==> src/core/adc_ctrl_pkg.sv <==
// Notes on behaviour
// any write to control one aborts, then restarts unless channel is all ones; the code restarts only in software mode, hardware mode waits for a trigger
// compare off: done flag bit 7 sets at every conversion end
// compare on: done flag sets only when compare condition is true
// done flag clears on control one write or lower result read
// interrupt asserts when done flag sets with enable bit 6 high
// continuous off: one conversion per software write or hardware trigger
// continuous on: conversions repeat back to back after first trigger
// five-bit channel field: 0..27 inputs, 28 reserved, 29 high ref, 30 low ref
// channel all ones disables converter, no extra conversion afterwards
// single mode returns converter to low power after each conversion
// active flag bit 7 of control two set at start, cleared at end or abort
// trigger select bit 6: zero software write, one hardware trigger
// software writes zero to control two bits 1 and 0
// control two bit 5 enables automatic compare
// direction bit 4: zero less than, one greater or equal
// upper result holds bits 9:8, zero in 8-bit mode
// upper result loads at every completion unless compare fails
// 10-bit mode: upper read blocks transfers until lower read
// 8-bit mode: no interlock, every qualifying result transfers
// after resolution change upper result is invalid until next completion
// hardware trigger comes from periodic wakeup counter overflow
// resolution 00 is 8-bit, 10 is 10-bit, 01 and 11 reserved
// compare low byte always, upper two bits only in 10-bit mode
// hardware trigger is edge detected, one conversion per assertion
// control register reads have no side effects, flags ignore writes
package adc_ctrl_pkg;
   localparam int          ADDR_W          = 3;
   localparam int          DATA_W          = 8;
   localparam int          RES_W           = 10;
   localparam logic [2:0]  ADDR_CTRL_ONE   = 3'h0;
   localparam logic [2:0]  ADDR_CTRL_TWO   = 3'h1;
   localparam logic [2:0]  ADDR_RES_UPPER  = 3'h2;
   localparam logic [2:0]  ADDR_RES_LOWER  = 3'h3;
   localparam logic [2:0]  ADDR_CMP_HIGH   = 3'h4;
   localparam logic [2:0]  ADDR_CMP_LOW    = 3'h5;
   localparam logic [2:0]  ADDR_CONFIG     = 3'h6;
   localparam int          BIT_DONE        = 7;
   localparam int          BIT_IRQ_EN      = 6;
   localparam int          BIT_CONT        = 5;
   localparam int          BIT_ACTIVE      = 7;
   localparam int          BIT_TRIG_SEL    = 6;
   localparam int          BIT_CMP_EN      = 5;
   localparam int          BIT_CMP_DIR     = 4;
   localparam int          CFG_MODE_LSB    = 2;
   localparam logic [4:0]  CHAN_OFF        = 5'h1F;
   localparam logic [4:0]  CHAN_LAST_INPUT = 5'h1B;
   localparam logic [4:0]  CHAN_RESERVED   = 5'h1C;
   localparam logic [4:0]  CHAN_HIGH_REF   = 5'h1D;
   localparam logic [4:0]  CHAN_LOW_REF    = 5'h1E;
   localparam logic [1:0]  MODE_8BIT       = 2'h0;
   localparam logic [1:0]  MODE_10BIT      = 2'h2;
   localparam logic [4:0]  CTRL_ONE_RESET  = 5'h1F;
   localparam logic [7:0]  CTRL_TWO_WMASK  = 8'h70;
   localparam logic [7:0]  CFG_RESET       = 8'h00;
   localparam logic [7:0]  ZERO_BYTE       = 8'h00;
   localparam int          CONV_CYCLES     = 24;

   typedef enum logic [1:0] {
      ST_IDLE  = 2'b00,
      ST_START = 2'b01,
      ST_CONV  = 2'b11
   } conv_state_e;

   // true only for the 10-bit code; reserved codes run as 8-bit
   function automatic logic mode_is_10bit(input logic [1:0] mode);
      return mode == MODE_10BIT;
   endfunction : mode_is_10bit
endpackage : adc_ctrl_pkg

==> src/core/adc_conv_ctrl.sv <==
// The address-and-strobe port and the placing of the registers were chosen for this implementation.
`timescale 1ns/1ps
// control and status of the successive-approximation converter
module adc_conv_ctrl
   import adc_ctrl_pkg::*;
#(
   parameter int CONV_LEN = CONV_CYCLES
) (
   input  wire logic                       ref_clk_i,
   input  wire logic                       reset_i,
   input  wire logic [adc_ctrl_pkg::ADDR_W-1:0] addr_i,
   input  wire logic [adc_ctrl_pkg::DATA_W-1:0] wdata_i,
   input  wire logic                       write_i,
   input  wire logic                       read_i,
   output logic [adc_ctrl_pkg::DATA_W-1:0] rdata_o,
   input  wire logic                       hardware_trigger_input_i,
   input  wire logic                       core_done_i,
   input  wire logic [adc_ctrl_pkg::RES_W-1:0] core_result_i,
   output logic                            core_start_o,
   output logic                            core_abort_o,
   output logic                            core_power_o,
   output logic [4:0]                      core_channel_o,
   output logic                            core_wide_o,
   output logic                            done_irq_o
);
   import adc_ctrl_pkg::*;

   logic [4:0]        channel_select_q;
   logic              continuous_enable_q;
   logic              done_interrupt_enable_q;
   logic              conversion_done_flag_q;
   logic              conversion_active_flag_q;
   logic              trigger_select_q;
   logic              compare_enable_q;
   logic              compare_direction_q;
   logic [7:0]        compare_value_low_q;
   logic [1:0]        compare_value_high_q;
   logic [7:0]        config_q;
   logic [7:0]        result_lower_byte_q;
   logic [1:0]        result_upper_bits_q;
   logic              interlock_q;
   logic              done_irq_q;
   logic [7:0]        rdata_q;
   logic [15:0]       conv_cnt_q;
   conv_state_e       state_q;
   conv_state_e       state_d;

   logic              wr_one;
   logic              wr_two;
   logic              wr_cfg;
   logic              rd_lower;
   logic              rd_upper;
   logic              hw_pulse;
   logic              trigger;
   logic              conv_end;
   logic              cmp_hit;
   logic              qualify;
   logic              wide;
   logic [RES_W-1:0]  result_now;

   assign wr_one   = write_i && (addr_i == ADDR_CTRL_ONE);
   assign wr_two   = write_i && (addr_i == ADDR_CTRL_TWO);
   assign wr_cfg   = write_i && (addr_i == ADDR_CONFIG);
   assign rd_lower = read_i && (addr_i == ADDR_RES_LOWER);
   assign rd_upper = read_i && (addr_i == ADDR_RES_UPPER);
   assign wide     = mode_is_10bit(config_q[CFG_MODE_LSB +: 2]);

   // edge detector: a held trigger starts one conversion only
   trigger_edge u_trigger_edge (
      .ref_clk_i (ref_clk_i),
      .reset_i   (reset_i),
      .level_i   (hardware_trigger_input_i),
      .pulse_o   (hw_pulse)
   );

   // a write to control one with a channel other than all ones triggers in software mode; a periodic
   // counter overflow is the trigger in hardware mode
   assign trigger = trigger_select_q ? hw_pulse : 1'b0; // see R12

   // the internal counter stands in for the analog core when it has no done
   assign conv_end = (state_q == ST_CONV) &&
                     (core_done_i || (conv_cnt_q == 16'(CONV_LEN - 1)));

   assign result_now = core_result_i;

   result_compare #(
      .RES_WIDTH (RES_W)
   ) u_result_compare (
      .result_i     (result_now),
      .cmp_low_i    (compare_value_low_q),
      .cmp_high_i   (compare_value_high_q),
      .wide_i       (wide),
      .greater_eq_i (compare_direction_q),
      .hit_o        (cmp_hit)
   );

   // qualifying completion: compare off, or compare on and condition true
   assign qualify = conv_end && (!compare_enable_q || cmp_hit); // see R2 see R3

   // conversion sequencer; a control-one write aborts and may restart
   always_comb begin
      state_d = state_q;
      case (state_q)
         ST_IDLE: begin
            if (channel_select_q != CHAN_OFF && trigger) begin
               state_d = ST_START;
            end
         end
         ST_START: begin
            state_d = ST_CONV;
         end
         ST_CONV: begin
            if (conv_end) begin
               // back to back repeats only in continuous mode
               state_d = continuous_enable_q ? ST_START : ST_IDLE; // see R7
            end
         end
         default: begin
            state_d = ST_IDLE;
         end
      endcase
      if (wr_one) begin
         if (wdata_i[4:0] == CHAN_OFF) begin
            state_d = ST_IDLE;
         end else if (!trigger_select_q) begin
            state_d = ST_START;
         end else begin
            state_d = ST_IDLE; // hardware mode waits for the next overflow
         end
      end
   end

   // state register
   always_ff @(posedge ref_clk_i or posedge reset_i) begin
      if (reset_i) begin
         state_q <= ST_IDLE;
      end else begin
         state_q <= state_d;
      end
   end

   // conversion length counter, restarted at every start
   always_ff @(posedge ref_clk_i or posedge reset_i) begin
      if (reset_i) begin
         conv_cnt_q <= '0;
      end else if (state_q != ST_CONV) begin
         conv_cnt_q <= '0;
      end else begin
         conv_cnt_q <= conv_cnt_q + 16'h0001;
      end
   end

   // active flag follows the sequencer; an abort that does not restart clears it
   always_ff @(posedge ref_clk_i or posedge reset_i) begin
      if (reset_i) begin
         conversion_active_flag_q <= 1'b0;
      end else begin
         conversion_active_flag_q <= (state_d != ST_IDLE);
      end
   end

   // control one fields; reserved channel code is stored as written
   always_ff @(posedge ref_clk_i or posedge reset_i) begin
      if (reset_i) begin
         channel_select_q        <= CTRL_ONE_RESET;
         continuous_enable_q     <= 1'b0;
         done_interrupt_enable_q <= 1'b0;
      end else if (wr_one) begin
         channel_select_q        <= wdata_i[4:0];
         continuous_enable_q     <= wdata_i[BIT_CONT];
         done_interrupt_enable_q <= wdata_i[BIT_IRQ_EN];
      end
   end

   // control two; active flag and reserved bits ignore writes
   always_ff @(posedge ref_clk_i or posedge reset_i) begin
      if (reset_i) begin
         trigger_select_q    <= 1'b0;
         compare_enable_q    <= 1'b0;
         compare_direction_q <= 1'b0;
      end else if (wr_two) begin
         trigger_select_q    <= wdata_i[BIT_TRIG_SEL];
         compare_enable_q    <= wdata_i[BIT_CMP_EN];
         compare_direction_q <= wdata_i[BIT_CMP_DIR]; // see R25
      end
   end

   // compare value and configuration registers
   always_ff @(posedge ref_clk_i or posedge reset_i) begin
      if (reset_i) begin
         compare_value_low_q  <= ZERO_BYTE;
         compare_value_high_q <= 2'b00;
         config_q             <= CFG_RESET;
      end else begin
         if (write_i && addr_i == ADDR_CMP_LOW) begin
            compare_value_low_q <= wdata_i;
         end
         if (write_i && addr_i == ADDR_CMP_HIGH) begin
            compare_value_high_q <= wdata_i[1:0];
         end
         if (wr_cfg) begin
            config_q <= wdata_i;
         end
      end
   end

   // done flag: a completion in the same cycle as a clear wins
   always_ff @(posedge ref_clk_i or posedge reset_i) begin
      if (reset_i) begin
         conversion_done_flag_q <= 1'b0;
      end else if (qualify) begin
         conversion_done_flag_q <= 1'b1; // see R2
      end else if (wr_one || rd_lower) begin
         conversion_done_flag_q <= 1'b0;
      end
   end

   // interrupt on every setting of the done flag while enabled
   always_ff @(posedge ref_clk_i or posedge reset_i) begin
      if (reset_i) begin
         done_irq_q <= 1'b0;
      end else begin
         done_irq_q <= qualify && done_interrupt_enable_q;
      end
   end

   // interlock: an upper read in 10-bit mode freezes both results
   always_ff @(posedge ref_clk_i or posedge reset_i) begin
      if (reset_i) begin
         interlock_q <= 1'b0;
      end else if (rd_lower || !wide) begin
         interlock_q <= 1'b0;
      end else if (rd_upper) begin
         interlock_q <= 1'b1;
      end
   end

   // result registers; a mode change clears the upper bits as invalid
   always_ff @(posedge ref_clk_i or posedge reset_i) begin
      if (reset_i) begin
         result_lower_byte_q <= ZERO_BYTE;
         result_upper_bits_q <= 2'b00;
      end else if (qualify && !interlock_q) begin // see R17
         result_lower_byte_q <= result_now[7:0];
         result_upper_bits_q <= wide ? result_now[RES_W-1:8] : 2'b00;
      end else if (wr_cfg && wdata_i[CFG_MODE_LSB +: 2] != config_q[CFG_MODE_LSB +: 2]) begin
         result_upper_bits_q <= 2'b00;
      end
   end

   // read mux; reads of control registers have no side effects
   always_ff @(posedge ref_clk_i or posedge reset_i) begin
      if (reset_i) begin
         rdata_q <= ZERO_BYTE;
      end else if (read_i) begin
         case (addr_i)
            ADDR_CTRL_ONE: rdata_q <= {conversion_done_flag_q, done_interrupt_enable_q,
                                       continuous_enable_q, channel_select_q};
            ADDR_CTRL_TWO: rdata_q <= {conversion_active_flag_q, trigger_select_q,
                                       compare_enable_q, compare_direction_q, 4'h0};
            ADDR_RES_UPPER: rdata_q <= {6'h00, result_upper_bits_q};
            ADDR_RES_LOWER: rdata_q <= result_lower_byte_q;
            ADDR_CMP_HIGH:  rdata_q <= {6'h00, compare_value_high_q};
            ADDR_CMP_LOW:   rdata_q <= compare_value_low_q;
            ADDR_CONFIG:    rdata_q <= config_q;
            default:        rdata_q <= ZERO_BYTE;
         endcase
      end else begin
         rdata_q <= ZERO_BYTE;
      end
   end

   assign rdata_o        = rdata_q;
   assign done_irq_o     = done_irq_q;
   assign core_start_o   = (state_q == ST_START);
   assign core_abort_o   = wr_one && (state_q != ST_IDLE);
   assign core_power_o   = (state_q != ST_IDLE) && (channel_select_q != CHAN_OFF); // see R9
   assign core_channel_o = channel_select_q;
   assign core_wide_o    = wide;
endmodule : adc_conv_ctrl

==> src/core/result_compare.sv <==
`timescale 1ns/1ps
// compare condition of a fresh result against the programmed value
module result_compare
   import adc_ctrl_pkg::*;
#(
   parameter int RES_WIDTH = 10
) (
   input  wire logic [RES_WIDTH-1:0] result_i,
   input  wire logic [7:0]           cmp_low_i,
   input  wire logic [1:0]           cmp_high_i,
   input  wire logic                 wide_i,
   input  wire logic                 greater_eq_i,
   output logic                      hit_o
);
   logic [RES_WIDTH-1:0] lhs;
   logic [RES_WIDTH-1:0] rhs;

   // upper bits take part only in 10-bit mode
   always_comb begin
      lhs = {{(RES_WIDTH-8){1'b0}}, result_i[7:0]};
      rhs = {{(RES_WIDTH-8){1'b0}}, cmp_low_i};
      if (wide_i) begin
         lhs = result_i;
         rhs = {cmp_high_i, cmp_low_i};
      end
   end

   assign hit_o = greater_eq_i ? (lhs >= rhs) : (lhs < rhs);
endmodule : result_compare

==> src/core/trigger_edge.sv <==
`timescale 1ns/1ps
// turns a level trigger into a one-cycle pulse on its rising edge
module trigger_edge (
   input  wire logic ref_clk_i,
   input  wire logic reset_i,
   input  wire logic level_i,
   output logic      pulse_o
);
   logic level_q;

   // previous level; reset high-safe at zero so a stuck-high input fires once
   always_ff @(posedge ref_clk_i or posedge reset_i) begin
      if (reset_i) begin
         level_q <= 1'b0;
      end else begin
         level_q <= level_i;
      end
   end

   assign pulse_o = level_i & ~level_q;
endmodule : trigger_edge

==> config.mk <==
export PLATFORM = sky130hd
export DESIGN_NAME = adc_conv_ctrl
export DESIGN_NICKNAME = d
export VERILOG_FILES = /design/src/core/adc_ctrl_pkg.sv /design/src/core/adc_conv_ctrl.sv /design/src/core/result_compare.sv /design/src/core/trigger_edge.sv
export SDC_FILE = /design/constraint.sdc
export NUM_CORES = 1
export LEC_CHECK = 0
export ABC_AREA = 1
export BUFFER_PORTS_ARGS = -buffer_cell sky130_fd_sc_hd__buf_2
export CELL_PAD_IN_SITES_DETAIL_PLACEMENT = 1
export CELL_PAD_IN_SITES_GLOBAL_PLACEMENT = 2
export CORE_ASPECT_RATIO = 0.9
export CORE_MARGIN = 3
export CORE_UTILIZATION = 37
export DETAILED_ROUTE_END_ITERATION = 12
export PLACE_DENSITY_LB_ADDON = 0.1
export SLEW_MARGIN = 20
export SYNTH_ARGS = -nofsm -noshare
export SYNTH_HDL_FRONTEND = slang
export SYNTH_SLANG_ARGS = --single-unit
==> constraint.sdc <==
create_clock -name ref_clk_i -period 5.55 [get_ports ref_clk_i]
set_clock_uncertainty 0.15 [all_clocks]
set_input_delay 0.2775 -clock ref_clk_i [delete_from_list [all_inputs] [get_ports ref_clk_i]]
set_output_delay 0.2775 -clock ref_clk_i [all_outputs]
set_load 0.005 [all_outputs]
==> results.cfg <==
[placement]
gp_congestion = 0.8591
placed_cells = 595
dpl.hpwl_um = 7732
port_buffers = 44
place_ws_ns = 3.011

[global_route]
grt_max_degree = 70
grt_overflow = 0
grt_pass1_vias = 3191
grt_pass1_wl_um = 16640
antenna_found_initial = 0
grtUsageTotal_pct = 20.03

[timing]
tightest_slew_ns = 0.8839
layout_setup_ws_ns = 3.033
holdWs_ns = 0.03296
fin_crit_sh_pct = 45.36
final-setup-viol-count = 0
setup_tns_ns = 0
rsz0062_at_grt = no
finalCriticalPeriod_ns = 2.517
fmaxAchievable_mhz = 397.2
hold_violations = 0
slew_viol_final = 0
slew_headroom_pct = 41.08

[synthesis]
synth_nets = 470
syn_inst = 432
synth_cell_types = 39
synth-async-reset-ratio_pct = 100.0
synth_area_mm2 = 0.003560
ys_ff_latch = 69
synth_edf_count = 0
ys.flop_type = dfrtp_1
yosys_warnings = 0
ys_seq_area_share_pct = 48.68
syn_area_per_cell_um2 = 8.240

[detailed_routing]
wl_um = 9963
firstDrtPassIters = 5
vias = 3030
avgViaCountPerCell = 4.943
post_drt_wl_per_cell_um = 16.25
drc = 0
ant_nets = 0
drtIter0Drc = 118

[min_path]
hp-class = in -> reg

[power]
total_leakage_power_nw = 2.011
p_per_area_mw_per_mm2 = 355.8
ir_drop_mv = 0.1259
power.total_mw = 1.470

[floorplan]
core_mm2 = 0.009249
start_util_pct = 38.49
fp-row-count = 33
dieArea_mm2 = 0.01084
ioPinCount = 45
die_y_um = 99.05
die_x_um = 109.4

[cts]
cts_made_buffers = 9
cts.repair.resized = 0
ctsLongestPathBuffers = 2
h-tree-depth = 3
post_cts_buffers = 0
worstSkewPairLatency_ns = 0.35
cts.sinks = 69
clk_pin_slew_worst_paths_ns = 0.08
cts_tree = built
root_buffer = clkbuf_8

[setup_path]
startpoint_type = flop
end_kind = flop
cp_data_arrival_time_ns = 2.59
required_ns = 5.63
crit_path_max_fanout = 18
crit_type = reg -> reg

[final_layout]
fin_nets = 524
final_common_cell = nand2_1
fillers = 1162
layout_common_cells = nand2_1 (93), dfrtp_1 (64), inv_1 (58)
num_antenna_cells = 0
layout-drive-gt1-share_pct = 21.18
syn_to_final_growth_pct = 16.03
multiInputGateArea_mm2 = 0.001515
seqCellArea_mm2 = 0.001733
final_cells = 613

[run]
cap_violations = 0

[status]
status = complete, no violations
power breakdown:
part           total [mW]  switching, mW  internal, mW
clock               0.417          0.198         0.219
sequential          0.683         0.0732         0.610
combinational       0.370          0.236         0.134
timing repair:
item                                    CTS  global route
hold buffers                              2             0
endpoints found under the hold margin     2             0
endpoints found under the setup margin    0             0
registers in the layout, summed over array words and instances, names as in the netlist, 2 cells and up:
register,count
compare_value_high_q,2
compare_value_low_q,8
config_q,8
conv_cnt_q,16
core_channel_o,5
rdata_o,8
result_lower_byte_q,8
result_upper_bits_q,2
state_q,2
logic make-up after synthesis:
group                    after synthesis  share of synthesized area, %
buffers and inverters                 79                         8.752
AO/OA/AOI/OAI                         86                         14.41
flip-flops                            69                         48.68
XOR/XNOR                               5                         1.230
adder cells (fa/ha/maj)               11                         3.866
AND/OR/NAND/NOR                      182                         23.06
cell usage after synthesis (2+ instances only):
library cell	n	area (um^2)
nand2_1	93	349.1
dfrtp_1	64	1602
inv_1	59	221.5
nor2_1	37	138.9
o21ai_1	22	110.1
nand3_1	21	105.1
o21ai_0	19	95.09
a21oi_1	16	80.08
inv_2	14	52.55
ha_1	11	137.6
a31oi_1	8	50.05
nor3_1	8	40.04
o21ai_2	8	70.07
dfstp_2	5	131.4
nand4_1	5	31.28
o22ai_1	4	25.02
xor2_1	4	35.03
buf_2	3	15.01
nand2_2	3	18.77
nor2_2	3	18.77
nor4_1	3	18.77
a221oi_1	2	17.52
clkinv_1	2	7.510
nand3_2	2	20.02
nor4_2	2	25.02
per-stage QoR:
step	instance area (um^2)	utilization, %
final	4130	44.66
after global routing	4130	44.66
after CTS	4130	44.66
after detailed placement	3910	42.28
after global placement	3910	42.28
after floorplan	3560	-
layer usage:
layer	up-vias	global-route usage, %	part of all wire, %
met3	9	4.322	4.7
met1	1442	30.26	51
met2	62	28.91	43
li1	1517	-	-
met4	0	5.273	0.90
met5	-	0	0
critical path, cell delays in order (launching register included):
cell and delay, ns:
dfrtp_1 0.36, inv_1 0.07, nor2_1 0.23, inv_1 0.13, nor2_1 0.17, ha_1 0.27
nand2_2 0.10, inv_2 0.05, nand2_1 0.06, nand3_1 0.06, nor2_1 0.12, nand3_2 0.07
nand3_2 0.11, nand3_4 0.23, nand2_1 0.15, o21ai_2 0.06
cell type report:
cell class	instances	share of cell area, %
clock buffers	10	3.332
clock inverters	6	1.515
inverters	75	6.816
multi-input cells	284	36.69
flip-flops and latches	69	41.96
well taps	122	3.696
repair buffers	47	5.998
final timing paths:
kind	from	to	slack, ns	depth (start not counted)
max in group asynchronous	reset_i	conv_cnt_q[6]	4.63	3
min in group asynchronous	reset_i	u_trigger_edge.level_q	0.04	3
hold reg to reg	conv_cnt_q[0]	conv_cnt_q[0]	0.33	1
hold / removal	wdata_i[6]	done_interrupt_enable_q	0.03	3
setup / recovery	config_q[3]	result_lower_byte_q[6]	3.03	15
setup reg to reg	config_q[3]	result_lower_byte_q[6]	3.03	15
No activity file was read; power rests on OpenSTA's default activity.
